$ cat src/pkg/ocfp_pkg.sv
/*
 Constants for the output clock and frame pulse format block: register layout,
 reset value, timing-base dividers. Assumes a 100 MHz core_clk.
*/
// What this block does
// - position bit 0 clear: frame pulse zero straddles the frame boundary.
// - position bit 3 set: frame pulse one starts exactly at frame boundary.
// - bit 1 clear gives active-low pulse zero; set gives active-high.
// - bit 2 clear: clock zero falling edge at boundary; set: rising edge.
// - bit 5 clear: clock one falling edge at boundary; set: rising edge.
package ocfp_pkg;
    localparam int          SEL_WIDTH      = 16;
    localparam logic [15:0] SEL_RESET      = 16'h0000;
    localparam int          FP0_POS_BIT    = 0;
    localparam int          FP0_POL_BIT    = 1;
    localparam int          CK0_EDGE_BIT   = 2;
    localparam int          FP1_POS_BIT    = 3;
    localparam int          FP1_POL_BIT    = 4;
    localparam int          CK1_EDGE_BIT   = 5;
    localparam int          USED_BITS      = 6;
    // half period of each output clock in core_clk cycles
    localparam int          HALF_WIDTH     = 4;
    localparam logic [3:0]  CK0_HALF       = 4'h1;
    localparam logic [3:0]  CK1_HALF       = 4'h2;
    // core_clk cycles per frame (frame counter width and last count)
    localparam int          FRAME_WIDTH    = 10;
    localparam logic [9:0]  FRAME_LAST     = 10'h3ff;
endpackage : ocfp_pkg

$ cat src/rtl/ocfp_format.sv
/*
 Output clock and frame pulse format block. Holds the 16-bit selection
 register on a documented write port and drives two clocks and two pulses.
 Assumes sel_wr/sel_wdata come from the switch's own register decoder.
*/
`timescale 1ns/1ps
module ocfp_format
    import ocfp_pkg::*;
(
    input  wire logic                 core_clk,             // 100 MHz core clock
    input  wire logic                 rst_n,                // async reset, low
    input  wire logic                 clk_en,               // freeze when low
    input  wire logic                 sel_wr,               // write strobe
    input  wire logic [SEL_WIDTH-1:0] sel_wdata,            // write data
    output logic      [SEL_WIDTH-1:0] sel_rdata,            // register readback
    output logic                      frame_boundary,       // frame tick
    output logic                      clock_out_zero,       // output clock zero
    output logic                      clock_out_one,        // output clock one
    output logic                      frame_pulse_out_zero, // frame pulse zero
    output logic                      frame_pulse_out_one   // frame pulse one
);
    logic [SEL_WIDTH-1:0]   sel_q, sel_d;
    logic [FRAME_WIDTH-1:0] frm_q, frm_d;
    logic                   tick_q, tick_d;

    always_comb begin
        sel_d = sel_q;
        if (sel_wr) begin
            sel_d = sel_wdata;
        end
        frm_d  = (frm_q == FRAME_LAST) ? '0 : frm_q + 10'h001;
        tick_d = (frm_q == FRAME_LAST);
    end

    always_ff @(posedge core_clk or negedge rst_n) begin
        if (!rst_n) begin
            sel_q  <= SEL_RESET;
            frm_q  <= '0;
            tick_q <= 1'b0;
        end else if (clk_en) begin
            sel_q  <= sel_d;
            frm_q  <= frm_d;
            tick_q <= tick_d;
        end
    end

    assign sel_rdata      = sel_q;
    assign frame_boundary = tick_q & clk_en;

    ocfp_lane u_lane0 (
        .core_clk   (core_clk),
        .rst_n      (rst_n),
        .clk_en     (clk_en),
        .half_count (CK0_HALF),
        .frame_tick (frame_boundary),
        .edge_sel   (sel_q[CK0_EDGE_BIT]),
        .fp_pol     (sel_q[FP0_POL_BIT]),
        .fp_pos     (sel_q[FP0_POS_BIT]),
        .clk_out    (clock_out_zero),
        .fp_out     (frame_pulse_out_zero)
    );

    ocfp_lane u_lane1 (
        .core_clk   (core_clk),
        .rst_n      (rst_n),
        .clk_en     (clk_en),
        .half_count (CK1_HALF),
        .frame_tick (frame_boundary),
        .edge_sel   (sel_q[CK1_EDGE_BIT]),
        .fp_pol     (sel_q[FP1_POL_BIT]),
        .fp_pos     (sel_q[FP1_POS_BIT]),
        .clk_out    (clock_out_one),
        .fp_out     (frame_pulse_out_one)
    );

    property p_clk0_edge;
        @(posedge core_clk) disable iff (!rst_n)
        (frame_boundary && clk_en) |=> (clock_out_zero == sel_q[CK0_EDGE_BIT]);
    endproperty
    a_clk0_edge: assert property (p_clk0_edge) else $error("clock zero edge wrong");

    property p_clk1_edge;
        @(posedge core_clk) disable iff (!rst_n)
        (frame_boundary && clk_en) |=> (clock_out_one == sel_q[CK1_EDGE_BIT]);
    endproperty
    a_clk1_edge: assert property (p_clk1_edge) else $error("clock one edge wrong");

    property p_fp1_start;
        @(posedge core_clk) disable iff (!rst_n)
        (frame_boundary && clk_en && sel_q[FP1_POS_BIT] && !sel_wr)
        |=> (frame_pulse_out_one == sel_q[FP1_POL_BIT]);
    endproperty
    a_fp1_start: assert property (p_fp1_start) else $error("pulse one not at boundary");

    property p_fp0_start;
        @(posedge core_clk) disable iff (!rst_n)
        (frame_boundary && clk_en && sel_q[FP0_POS_BIT] && !sel_wr)
        |=> (frame_pulse_out_zero == sel_q[FP0_POL_BIT]);
    endproperty
    a_fp0_start: assert property (p_fp0_start) else $error("pulse zero not at boundary");

    property p_fp0_idle;
        @(posedge core_clk) disable iff (!rst_n)
        (frame_boundary && clk_en && !sel_wr)
        |=> ##3 (frame_pulse_out_zero == !sel_q[FP0_POL_BIT]) || !clk_en || $past(sel_wr);
    endproperty
    a_fp0_idle: assert property (p_fp0_idle) else $error("pulse zero stuck");

    property p_fp1_idle;
        @(posedge core_clk) disable iff (!rst_n)
        (frame_boundary && clk_en && !sel_wr)
        |=> ##5 (frame_pulse_out_one == !sel_q[FP1_POL_BIT]) || !clk_en || $past(sel_wr);
    endproperty
    a_fp1_idle: assert property (p_fp1_idle) else $error("pulse one stuck");

    property p_tick_period;
        @(posedge core_clk) disable iff (!rst_n)
        $rose(tick_q) |=> !tick_q;
    endproperty
    a_tick_period: assert property (p_tick_period) else $error("tick too long");

    property p_wr_store;
        @(posedge core_clk) disable iff (!rst_n)
        (sel_wr && clk_en) |=> (sel_rdata == $past(sel_wdata));
    endproperty
    a_wr_store: assert property (p_wr_store) else $error("register write lost");

    // straddle: pulse already active in the boundary cycle itself
    property p_fp0_straddle;
        @(posedge core_clk) disable iff (!rst_n)
        (frame_boundary && !sel_q[FP0_POS_BIT] && !sel_wr && !$past(sel_wr)
            && !$past(sel_wr, 2) && !$past(sel_wr, 3))
        |-> (frame_pulse_out_zero == sel_q[FP0_POL_BIT]);
    endproperty
    a_fp0_straddle: assert property (p_fp0_straddle) else $error("pulse zero not early");

    property p_fp1_straddle;
        @(posedge core_clk) disable iff (!rst_n)
        (frame_boundary && !sel_q[FP1_POS_BIT] && !sel_wr && !$past(sel_wr)
            && !$past(sel_wr, 2) && !$past(sel_wr, 3))
        |-> (frame_pulse_out_one == sel_q[FP1_POL_BIT]);
    endproperty
    a_fp1_straddle: assert property (p_fp1_straddle) else $error("pulse one not early");

    property p_freeze;
        @(posedge core_clk) disable iff (!rst_n)
        !clk_en |=> ($stable(clock_out_zero) && $stable(clock_out_one)
            && $stable(frame_pulse_out_zero) && $stable(frame_pulse_out_one)
            && $stable(sel_rdata));
    endproperty
    a_freeze: assert property (p_freeze) else $error("state moved while frozen");

    property p_ck0_toggle;
        @(posedge core_clk) disable iff (!rst_n)
        (clk_en && !frame_boundary && !sel_wr && !$past(sel_wr))
        |=> (clock_out_zero != $past(clock_out_zero));
    endproperty
    a_ck0_toggle: assert property (p_ck0_toggle) else $error("clock zero not toggling");

    // a half period of clock one is two cycles, so a change is followed by a hold
    property p_ck1_hold;
        @(posedge core_clk) disable iff (!rst_n)
        (clk_en && !frame_boundary && !sel_wr && !$past(sel_wr) && !$past(sel_wr, 2)
            && $changed(clock_out_one))
        |=> $stable(clock_out_one);
    endproperty
    a_ck1_hold: assert property (p_ck1_hold) else $error("clock one half period short");

    property p_frozen_write;
        @(posedge core_clk) disable iff (!rst_n)
        (sel_wr && !clk_en) |=> $stable(sel_rdata);
    endproperty
    a_frozen_write: assert property (p_frozen_write) else $error("frozen write landed");

    property p_boundary_single;
        @(posedge core_clk) disable iff (!rst_n)
        frame_boundary |=> !frame_boundary;
    endproperty
    a_boundary_single: assert property (p_boundary_single) else $error("boundary repeated");

    property p_fp0_width;
        @(posedge core_clk) disable iff (!rst_n)
        (frame_boundary && sel_q[FP0_POS_BIT] && !sel_wr) ##1 (clk_en && !sel_wr)
        |=> (frame_pulse_out_zero == !sel_q[FP0_POL_BIT]);
    endproperty
    a_fp0_width: assert property (p_fp0_width) else $error("pulse zero too long");

    property p_fp1_width;
        @(posedge core_clk) disable iff (!rst_n)
        (frame_boundary && sel_q[FP1_POS_BIT] && !sel_wr) ##1 (clk_en && !sel_wr)
        |=> (frame_pulse_out_one == sel_q[FP1_POL_BIT]);
    endproperty
    a_fp1_width: assert property (p_fp1_width) else $error("pulse one too short");

    property p_ck1_second;
        @(posedge core_clk) disable iff (!rst_n)
        (frame_boundary && !sel_wr) ##1 (clk_en && !sel_wr)
        |=> (clock_out_one == sel_q[CK1_EDGE_BIT]);
    endproperty
    a_ck1_second: assert property (p_ck1_second) else $error("clock one phase lost");

    property p_ck0_second;
        @(posedge core_clk) disable iff (!rst_n)
        (frame_boundary && !sel_wr) ##1 (clk_en && !sel_wr)
        |=> (clock_out_zero != sel_q[CK0_EDGE_BIT]);
    endproperty
    a_ck0_second: assert property (p_ck0_second) else $error("clock zero phase lost");
endmodule : ocfp_format

$ cat src/rtl/ocfp_lane.sv
/*
 One output lane: clock edge alignment and a frame pulse shaped by polarity
 and position. Assumes a one-cycle frame_tick from the parent.
*/
`timescale 1ns/1ps
module ocfp_lane
    import ocfp_pkg::*;
(
    input  wire logic                  core_clk,   // core clock
    input  wire logic                  rst_n,      // async reset, low
    input  wire logic                  clk_en,     // freeze when low
    input  wire logic [HALF_WIDTH-1:0] half_count, // half period length
    input  wire logic                  frame_tick, // frame boundary pulse
    input  wire logic                  edge_sel,   // 1 rising at boundary
    input  wire logic                  fp_pol,     // 1 active high
    input  wire logic                  fp_pos,     // 1 start at boundary
    output logic                       clk_out,    // output clock
    output logic                       fp_out      // output frame pulse
);
    logic [HALF_WIDTH-1:0] cnt_q, cnt_d;
    logic                  phase_q, phase_d;
    logic                  pend_q, pend_d;
    logic [FRAME_WIDTH-1:0] pos_q, pos_d;
    logic [FRAME_WIDTH-1:0] pre_point;
    logic                  act_q, act_d;
    logic                  clk_q, clk_d;
    logic                  fp_q, fp_d;
    logic                  half_done;

    assign half_done = (cnt_q == half_count - 4'h1);
    // frame length is fixed, so the next boundary can be foreseen
    assign pre_point = FRAME_LAST - {{(FRAME_WIDTH-HALF_WIDTH){1'b0}}, half_count};

    always_comb begin
        cnt_d   = half_done ? '0 : cnt_q + 4'h1;
        phase_d = half_done ? ~phase_q : phase_q;
        pos_d   = pos_q + 10'h001;
        pend_d  = pend_q;
        act_d   = act_q;
        if (frame_tick) begin
            cnt_d   = '0;
            phase_d = 1'b1;
            pos_d   = '0;
            // straddle: pulse already asserted one half period before
            act_d   = fp_pos ? 1'b1 : act_q;
            pend_d  = 1'b1;
        end else if (half_done && pend_q) begin
            act_d  = 1'b0;
            pend_d = 1'b0;
        end else if (!fp_pos && (pos_q == pre_point)) begin
            act_d = 1'b1;
        end
        // clock phase 1 after boundary: rising when set, falling when clear
        clk_d = edge_sel ? phase_d : ~phase_d;
        fp_d  = fp_pol ? act_d : ~act_d;
    end

    assign clk_out = clk_q;
    assign fp_out  = fp_q;

    always_ff @(posedge core_clk or negedge rst_n) begin
        if (!rst_n) begin
            cnt_q   <= '0;
            phase_q <= 1'b0;
            pend_q  <= 1'b0;
            pos_q   <= '0;
            act_q   <= 1'b0;
            clk_q   <= 1'b1;
            fp_q    <= 1'b1;
        end else if (clk_en) begin
            cnt_q   <= cnt_d;
            phase_q <= phase_d;
            pend_q  <= pend_d;
            pos_q   <= pos_d;
            act_q   <= act_d;
            clk_q   <= clk_d;
            fp_q    <= fp_d;
        end
    end
endmodule : ocfp_lane

$ cat config.mk
export PLATFORM = sky130hd
export DESIGN_NAME = ocfp_format
export DESIGN_NICKNAME = d
export VERILOG_FILES = /design/src/pkg/ocfp_pkg.sv /design/src/rtl/ocfp_format.sv /design/src/rtl/ocfp_lane.sv
export SDC_FILE = /design/constraint.sdc
export NUM_CORES = 1
export LEC_CHECK = 0
export CAP_MARGIN = 20
export CORE_ASPECT_RATIO = 0.8
export CORE_MARGIN = 10
export CORE_UTILIZATION = 62
export CTS_BUF_LIST = sky130_fd_sc_hd__clkbuf_16
export DETAILED_ROUTE_END_ITERATION = 10
export DONT_BUFFER_PORTS = 1
export GPL_TIMING_DRIVEN = 0
export PLACE_DENSITY = 0.78
export SYNTH_ARGS = -nofsm -noshare
export SYNTH_HDL_FRONTEND = slang
export SYNTH_SLANG_ARGS = --single-unit
$ cat constraint.sdc
create_clock -name core_clk -period 2.19 [get_ports core_clk]
set_input_delay 0.438 -clock core_clk [delete_from_list [all_inputs] [get_ports core_clk]]
set_output_delay 0.438 -clock core_clk [all_outputs]
set_load 0.02 [all_outputs]
==> flow_summary_export.csv, run 1 <==
group,metric,value,unit
global_route,grt_max_degree,66,
floorplan,initial_core_util,63.14,%
route,vias,2290,
clock_network,cts_root_buffer,"clkbuf_16",
power_and_ir_drop,power_leakage,1.581,nW
cells_and_area,nets,343,
global_route,grt_pass1_wl,11.49,mm
floorplan,die-width,99.38,um
synth,yosysTopAreaCell,"dfrtp_1",
synth,ys_seq_elements,65,
global_route,grt_antenna_before_repair,0,
placement,numPortBuffers,0,
floorplan,die_h,83.51,um
timing,worst_slew_pin_slew,788.2,ps
clock_network,clk_latency,330,ps
synth,yosysTopAreaCellShare,48.84,%
clock_network,htree_levels,3,
timing,max_slew_margin,47.26,%
setup_path,crit_path_start_kind,"flop",
cells_and_area,diodes,0,
synth,avgSynthCellArea,10.38,um2
route,routed_wl,6.833,mm
setup_path,critPathMaxFanout,10,
cells_and_area,seqCellArea,1632,um2
floorplan,pin_count,41,
placement,place.gp.congestion,0.8668,
timing,fin_setup_tns,0,ps
timing,fmax,511.3,MHz
synth,synthesis.area,3125,um2
global_route,grt_pass1_vias,2338,
setup_path,max_stage_delay,490,ps
floorplan,fp-row-count,23,
floorplan,coreArea,4950,um2
synth,yosys_warnings,0,
clock_network,numCtsBuffers,9,
route,antenna_left,0,
timing,drv_slew,0,
setup_path,crit_chain,"and2_0 > clkbuf_2",
job,maxCapViolCount,0,
cells_and_area,area_delta_synth_final,13.49,%
cells_and_area,final_core_util,71.66,%
synth,synth.distinct_cells,37,
route,first_pass_iters,5,
route,wl_per_cell,17.93,um
setup_path,critPathArrivalTime,1520,ps
power_and_ir_drop,vdd_drop_max,760.6,uV
timing,final_hold_viol_count,0,
clock_network,cts.reportedPaths.clkPinSlew,60,ps
synth,yosys-top-cells-area,"dfrtp_1 49%, mux2_2 6.5%, o21ai_0 4.8%, nand2_1 4.2%, ha_1 3.6%",
clock_network,cts_num_sinks,65,
cells_and_area,drive_above_1_share,17.24,%
clock_network,cts.path.max_buffers,2,
setup_path,required,1750,ps
cells_and_area,fillers,338,
worst_hold_path,hold_class,"input pin to flop",
timing,rsz0062_at_grt,"false",
placement,hpwl,4.571,mm
clock_network,cts_tree,"built",
timing,setup_violations,0,
synth,syn_inst,301,
clock_network,post_cts_buffers,0,
cells_and_area,most-common-layout-cells,"61 x dfrtp_1, 35 x nand2_1, 30 x o21ai_0",
timing,finClkSkew,6.804,ps
floorplan,fp.dieArea,8299,um2
setup_path,cp-end-kind,"output pin",
route,post-route-drc-count,0,
status,outcome,"completed",
route,via_per_inst,6.010,
synth,synth_fp_nets,330,
global_route,gr-total-overflow,0,
timing,period_share,89.30,%
global_route,track_usage,17.10,%
timing,period_needed,1956,ps
setup_path,critPathKind,"flop to output pin",
cells_and_area,layout_commonest_cell,"dfrtp_1",
power_and_ir_drop,powerDensity,1141,nW/um2
setup_path,cpMaxStageDelayCell,"dfrtp_1",
cells_and_area,multi_input_area,1370,um2
route,drt_iter0_drc,192,
synth,synth_seq_area_share,52.20,%
-- final timing paths --
| kind | startpoint | end | slack [ps] | cells past startpoint |
|---|---|---|---|---|
| setup / recovery | tick_q$_DFFE_PN0P_ | frame_boundary | 230 | 2 |
| min in group asynchronous | rst_n | u_lane0.pos_q[8]$_DFFE_PN0P_ | 690 | 2 |
| setup reg to reg | tick_q$_DFFE_PN0P_ | u_lane1.pos_q[2]$_DFFE_PN0P_ | 350 | 4 |
| hold reg to reg | u_lane0.pend_q$_DFFE_PN0P_ | u_lane0.pend_q$_DFFE_PN0P_ | 480 | 1 |
| hold / removal | sel_wdata[5] | sel_rdata[5]$_DFFE_PN0P_ | 260 | 1 |
| max in group asynchronous | rst_n | u_lane0.clk_out$_DFFE_PN1P_ | 1200 | 2 |
-- logic make-up (layout without fill, tap and decap cells) --
| family | after synthesis | in the layout | synth area share, % |
|---|---|---|---|
| adders and majority gates | 9 | 9 | 3.603 |
| DFF | 65 | 65 | 52.20 |
| and+or+nand+nor | 102 | 102 | 16.33 |
| xor gates and xnor gates | 18 | 18 | 5.044 |
| muxes | 24 | 24 | 8.407 |
| buffers and inverters | 26 | 44 | 3.963 |
| AOI/OAI and AO/OA | 57 | 57 | 10.45 |
-- area by class of cell --
type                       instances  area share [%]
sequential                        65           46.00
multi-input combinational        210           38.62
clock buffer                       9           6.349
buffer                            16           2.469
clock inverter                     7           2.257
tap                               62           2.187
timing repair buffer               2           1.058
inverter                          10           1.058
-- through the flow --
step	worst slack [ps]	std cells	area [um2]	power, mW	hold WS, ps
floorplan	545.6	301	3126	2.389	142.4
global placement	258.4	363	3203	2.533	145.2
detailed placement	230.4	363	3203	2.588	145.6
CTS	10.75	381	3546	4.066	248.4
global route	140.4	381	3547	4.284	242.1
finish	234.3	381	3547	4.048	255.9
-- flip-flops by register name, summed over array words and instances, names as in the netlist, 4 cells and up --
name,flops
u_lane0.pos_q,10
u_lane1.cnt_q,4
sel_rdata,16
u_lane0.cnt_q,4
frm_q,10
u_lane1.pos_q,10
-- timing repair --
item,in CTS,in global routing
resized for setup,0,2
hold buffers,2,0
setup endpoints to repair,0,1
endpoints found under the hold margin,65,0
-- routing by layer --
metal | part of all wire, % | vias to the layer above | GRT usage (%)
met5 | 0 | - | 0
met4 | 1.9 | 0 | 7.282
met3 | 6.8 | 11 | 7.285
met2 | 46 | 66 | 25.18
met1 | 45 | 1134 | 21.34
li1 | - | 1079 | -
-- worst max-delay path, delay by kind of cell (launching register included) --
family                 cells  cell delay, ps
buffers and inverters      1             360
flip-flops                 1             490
AND/OR/NAND/NOR            1             330
-- where the power goes --
group,switching (mW),internal (mW)
combinational,0.374,0.331
sequential,0.392,1.52
clock,0.546,0.889
total,1.31,2.74
-- cell usage after synthesis, drive strengths merged --
cell     number
nand2        35
o31ai         3
or4b          1
xnor2         9
o21a          1
o22ai         2
or2           1
and4          3
o21ai        30
nor3b         2
o2bb2ai       1
nand4         7
a22o          1
inv          10
ha            9
a31oi         4
and3          9
nand3        11
or3           3
nor4          4
nand2b        3
xor2          9
nor2         22
mux2i         6
dfrtp        61
a41oi         1
a21o          2
a21oi        10
buf           9
o41ai         2
and2          1
mux2         18
dfstp         4
clkbuf        7
Note: power is estimated with default switching activity, not from simulation.
==> run 2: changes to the inputs <==
--- a/config.mk
+++ b/config.mk
@@ -14,6 +14,7 @@
 export DONT_BUFFER_PORTS = 1
 export GPL_TIMING_DRIVEN = 0
 export PLACE_DENSITY = 0.78
+export RECOVER_POWER = 100
 export SYNTH_ARGS = -nofsm -noshare
 export SYNTH_HDL_FRONTEND = slang
 export SYNTH_SLANG_ARGS = --single-unit
==> run 2 against run 1 <==
Net effect: clock-buffer cell count is the same; critical path depth is the same; design area shrank 0.74%; largest cell class unchanged.
==> flow_summary_export.csv, run 2 (synthesis gave the netlist of run 1 again) <==
group,metric,value,unit
timing,max_slew_margin,49.37,%
cells_and_area,area_delta_synth_final,12.65,%
cells_and_area,nets,343,
global_route,grt_pass1_vias,2338,
floorplan,initial_core_util,63.14,%
setup_path,cp-end-kind,"output pin",
route,via_per_inst,5.995,
cells_and_area,layout_commonest_cell,"dfrtp_1",
placement,dpl_cell_area,3203,um2
cells_and_area,fillers,344,
route,antenna_left,0,
cells_and_area,final_cells,381,
floorplan,coreArea,4950,um2
timing,worst_slew_pin_slew,756.7,ps
setup_path,reg2reg_slack,380,ps
setup_path,critPathArrivalTime,1510,ps
global_route,track_usage,17.10,%
timing,setup_violations,0,
timing,drv_slew,0,
worst_hold_path,whs_endpoint,"sel_rdata[5]$_DFFE_PN0P_",
power_and_ir_drop,vdd_drop_max,760.6,uV
setup_path,crit_chain,"and2_0 > clkbuf_2",
floorplan,pin_count,41,
setup_path,max_stage_delay,490,ps
status,outcome,"completed",
placement,place_inst,363,
timing,final_hold_viol_count,0,
timing,setup_slack,244.8,ps
clock_network,cts_tree,"built",
cells_and_area,diodes,0,
clock_network,cts_root_buffer,"clkbuf_16",
clock_network,clk_latency,330,ps
timing,period_share,88.82,%
cells_and_area,most-common-layout-cells,"61 x dfrtp_1, 35 x nand2_1, 30 x o21ai_0",
timing,fmax,514.1,MHz
timing,finClkSkew,6.176,ps
global_route,grt_pass1_wl,11.49,mm
floorplan,die-width,99.38,um
timing,fin_setup_tns,0,ps
route,first_pass_iters,4,
timing,period_needed,1945,ps
worst_hold_path,hp-start,"sel_wdata[5]",
setup_path,crit_path_start_kind,"flop",
power_and_ir_drop,total_power,4.022,mW
placement,dp_slack,230.4,ps
placement,numPortBuffers,0,
floorplan,fp-row-count,23,
placement,place.gp.congestion,0.8668,
cells_and_area,final_core_util,71.13,%
timing,rsz0062_at_grt,"false",
route,post-route-drc-count,0,
clock_network,cts.reportedPaths.clkPinSlew,60,ps
route,routed_wl,6.766,mm
job,maxCapViolCount,0,
route,wl_per_cell,17.76,um
clock_network,numCtsBuffers,9,
setup_path,r2r_start,"tick_q$_DFFE_PN0P_",
setup_path,timing.rr.end,"u_lane1.pos_q[2]$_DFFE_PN0P_",
route,drt_iter0_drc,158,
setup_path,critPathKind,"flop to output pin",
cells_and_area,drive_above_1_share,13.17,%
clock_network,htree_levels,3,
floorplan,die_h,83.51,um
floorplan,fp.dieArea,8299,um2
worst_hold_path,hold_class,"input pin to flop",
cells_and_area,largest_reg_flops,16,
power_and_ir_drop,powerDensity,1142,nW/um2
cells_and_area,fin_area,3521,um2
power_and_ir_drop,power_leakage,1.549,nW
placement,hpwl,4.571,mm
worst_hold_path,hold-path-cell-count,1,
clock_network,cts.path.max_buffers,2,
timing,hold-worst-slack,254.3,ps
setup_path,r2r_cells,4,
clock_network,post_cts_buffers,0,
route,vias,2284,
global_route,gr-total-overflow,0,
global_route,grt_max_degree,66,
setup_path,required,1750,ps
global_route,grt_antenna_before_repair,0,
clock_network,cts_num_sinks,65,
setup_path,critPathMaxFanout,10,
setup_path,cpMaxStageDelayCell,"dfrtp_1",
-- run 2: cell count changes in the layout (fill, tap and decap cells not counted) --
cell / previous run / this run
dfstp_1: 0 / 4
buf_2: 3 / 0
dfstp_2: 4 / 0
buf_4: 6 / 0
clkbuf_1: 6 / 15
-- run 2: final cells by class --
class	count	area, um2	area share, %
plain buffers	16	61.31	1.741
clock buffers	9	225.2	6.397
clock inverters	7	80.08	2.274
inverters	10	37.54	1.066
multi-input cells	210	1370	38.91
flip-flops and latches	65	1632	46.34
well taps	62	77.57	2.203
repair buffers	2	37.54	1.066
-- run 2: worst max-delay path by stage --
stage / from / endpoint / slack [ps] / cells past startpoint
6_report: tick_q$_DFFE_PN0P_ / frame_boundary / 240 / 2
5_1_grt: tick_q$_DFFE_PN0P_ / frame_boundary / 140 / 2
4_1_cts: tick_q$_DFFE_PN0P_ / frame_boundary / 10 / 2
3_5_place_dp: clk_en / frame_boundary / 230 / 3
3_3_place_gp: clk_en / frame_boundary / 260 / 3
2_1_floorplan: clk_en / frame_boundary / 550 / 3
-- run 2: power by group --
part / internal [mW] / total (mW) / switching, mW
combinational: 0.316 / 0.688 / 0.372
clock: 0.889 / 1.44 / 0.548
sequential: 1.51 / 1.90 / 0.390
-- run 2: per-layer routing --
metal / global-route usage, % / part of all wire [%] / vias to the layer above
met1: 21.34 / 45 / 1131
met5: 0 / 0 / -
met3: 7.285 / 7.2 / 10
li1: - / - / 1082
met2: 25.18 / 46 / 61
met4: 7.282 / 1.8 / 0
-- run 2: timing repair --
| item | in CTS | in global routing |
|---|---|---|
| endpoints found under the hold margin | 65 | 0 |
| resized for setup | 0 | 2 |
| setup endpoints to repair | 0 | 1 |
| hold buffers | 2 | 0 |
-- run 2: critical path: cells and delay by family, from the launching register on --
kind	cells	cell delay [ps]
buffers and inverters	1	360
DFF	1	490
and+or+nand+nor	1	320
==> run 3: changes to the inputs <==
--- a/config.mk
+++ b/config.mk
@@ -5,15 +5,15 @@
 export SDC_FILE = /design/constraint.sdc
 export NUM_CORES = 1
 export LEC_CHECK = 0
+export BUFFER_PORTS_ARGS = -buffer_cell sky130_fd_sc_hd__buf_2
 export CAP_MARGIN = 20
 export CORE_ASPECT_RATIO = 0.8
 export CORE_MARGIN = 10
-export CORE_UTILIZATION = 62
+export CORE_UTILIZATION = 57
 export CTS_BUF_LIST = sky130_fd_sc_hd__clkbuf_16
 export DETAILED_ROUTE_END_ITERATION = 10
-export DONT_BUFFER_PORTS = 1
 export GPL_TIMING_DRIVEN = 0
-export PLACE_DENSITY = 0.78
+export PLACE_DENSITY = 0.79
 export RECOVER_POWER = 100
 export SYNTH_ARGS = -nofsm -noshare
 export SYNTH_HDL_FRONTEND = slang
==> run 3 against run 2 <==
Net effect: the run now ends with capacitance limit, slew limit left; design area grew 3.7%; clock power shrank 6%; register-to-register slack gained 60 ps; power shrank 0.20%; clock skew is essentially flat; combinational power grew 21%; clock-buffer cell count is the same; maximum frequency shrank 3.0%.
==> flow_summary_export.csv, run 3 (synthesis gave the netlist of run 1 again) <==
group,metric,value,unit
status,outcome,"finished with violations",
status,violations,"capacitance limit, slew limit",
route,wl_per_cell,16.83,um
global_route,gr-total-overflow,0,
route,drt_iter0_drc,136,
cells_and_area,diodes,0,
route,post-route-drc-count,0,
timing,fin_setup_tns,0,ps
clock_network,cts.path.max_buffers,2,
global_route,track_usage,16.83,%
cells_and_area,largest_reg_flops,16,
route,routed_wl,7.067,mm
setup_path,crit_path_start_kind,"flop",
clock_network,numCtsBuffers,9,
setup_path,critical_path.top_delay_family,"buffers and inverters",
cells_and_area,most-common-layout-cells,"61 x dfrtp_1, 35 x nand2_1, 30 x o21ai_0",
route,antenna_left,0,
global_route,grt_max_degree,66,
global_route,grt_pass1_wl,11.56,mm
floorplan,pin_count,41,
clock_network,clk_latency,330,ps
timing,max_slew_margin,-5.253,%
route,vias,2415,
clock_network,post_cts_buffers,0,
setup_path,timing.rr.end,"u_lane0.clk_out$_DFFE_PN1P_",
clock_network,cts.reportedPaths.clkPinSlew,50,ps
clock_network,htree_levels,3,
floorplan,fp.dieArea,8864,um2
setup_path,max_stage_delay,470,ps
setup_path,crit_path_frequent_cell,"clkbuf_2",
power_and_ir_drop,power_leakage,1.650,nW
clock_network,cts_root_buffer,"clkbuf_16",
timing,final_hold_viol_count,0,
setup_path,critPathArrivalTime,1570,ps
floorplan,fp-row-count,24,
floorplan,die_h,86.23,um
cells_and_area,nets,380,
setup_path,r2r_start,"u_lane0.cnt_q[0]$_DFFE_PN0P_",
worst_hold_path,hp-start,"sel_wdata[6]",
worst_hold_path,hold-path-cell-count,2,
clock_network,cts-hold-fix-buffers,0,
timing,period_needed,2006,ps
placement,numPortBuffers,39,
setup_path,critPathKind,"flop to output pin",
setup_path,crit_buf_inv,2,
setup_path,cp-end-kind,"output pin",
timing,period_share,91.60,%
power_and_ir_drop,total_power,4.014,mW
clock_network,cts_tree,"built",
placement,place.gp.congestion,0.8330,
timing,rsz0062_at_grt,"false",
timing,worst_slew_pin_slew,1579,ps
route,first_pass_iters,4,
cells_and_area,multi_input_area,1370,um2
power_and_ir_drop,vdd_drop_max,708.1,uV
timing,finClkSkew,6.207,ps
placement,place_inst,405,
floorplan,coreArea,5375,um2
timing,drv_slew,66,
cells_and_area,drive_above_1_share,18.31,%
cells_and_area,area_delta_synth_final,16.77,%
timing,setup_violations,0,
setup_path,cpMaxStageDelayCell,"dfrtp_1",
setup_path,required,1750,ps
worst_hold_path,whs_endpoint,"sel_rdata[6]$_DFFE_PN0P_",
cells_and_area,fillers,422,
floorplan,die-width,102.8,um
cells_and_area,final_cells,420,
global_route,grt_pass1_vias,2469,
setup_path,critPathLaunch,"tick_q$_DFFE_PN0P_",
global_route,grt_antenna_before_repair,0,
timing,fmax,498.5,MHz
cells_and_area,seqCellArea,1632,um2
setup_path,reg2reg_slack,440,ps
setup_path,r2r_cells,6,
floorplan,initial_core_util,58.15,%
route,via_per_inst,5.750,
job,maxCapViolCount,1,
worst_hold_path,hold_class,"input pin to flop",
clock_network,cts_num_sinks,65,
power_and_ir_drop,powerDensity,1100,nW/um2
setup_path,critPathMaxFanout,10,
cells_and_area,layout_commonest_cell,"dfrtp_1",
clock_network,cts_resized,1,
placement,hpwl,4.680,mm
setup_path,crit_chain,"and2_1 > clkbuf_2 > clkbuf_2",
run 3: cell types whose count changed in the layout (fill, tap and decap cells not counted), sizes merged:
cell / previous run / this run
buf: 1 / 23
clkbuf: 25 / 41
clkinv: 3 / 5
clkinvlp: 2 / 0
dlygate4sd3: 1 / 0
inv: 11 / 10
run 3: stage by stage:
step | hold WS, ps | util [%] | setup slack, ps | instance area (um2)
global placement | 456.2 | 63.29 | 179.9 | 3402
CTS | 233.3 | 68.48 | 116.2 | 3681
finish | 335.0 | 67.90 | 184.0 | 3650
detailed placement | 467.9 | 63.34 | 187.6 | 3405
global route | 334.5 | 67.90 | 65.78 | 3650
floorplan | 142.4 | - | 545.6 | 3126
run 3: layout make-up:
type                       count  share of cell area [%]
tap                           65                   2.228
clock inverter                 6                   1.371
clock buffer                   9                   6.171
multi-input combinational    210                   37.54
buffer                        16                   2.297
timing repair buffer          39                   4.662
inverter                      10                   1.028
sequential                    65                   44.70
run 3: metal layers:
metal | global-route usage [%] | share of wire, % | up-vias | wire length (um)
met5 | 0 | 0 | - | 0
met4 | 7.818 | 2.6 | 0 | 185
met3 | 6.285 | 5.4 | 17 | 380
met2 | 25.98 | 48 | 64 | 3399
met1 | 20.47 | 44 | 1182 | 3101
li1 | - | - | 1152 | -
run 3: worst max-delay path by stage:
| stage | endpoint | slack, ps | cells past startpoint |
|---|---|---|---|
| 3_5_place_dp | frame_boundary | 190 | 4 |
| 3_3_place_gp | frame_boundary | 180 | 4 |
| 5_1_grt | frame_boundary | 70 | 3 |
| 2_1_floorplan | frame_boundary | 550 | 3 |
| 4_1_cts | frame_boundary | 120 | 3 |
| 6_report | frame_boundary | 180 | 3 |
run 3: power by group:
| part | internal, mW | switching (mW) |
|---|---|---|
| clock network | 0.855 | 0.491 |
| logic | 0.359 | 0.475 |
| registers | 1.51 | 0.320 |
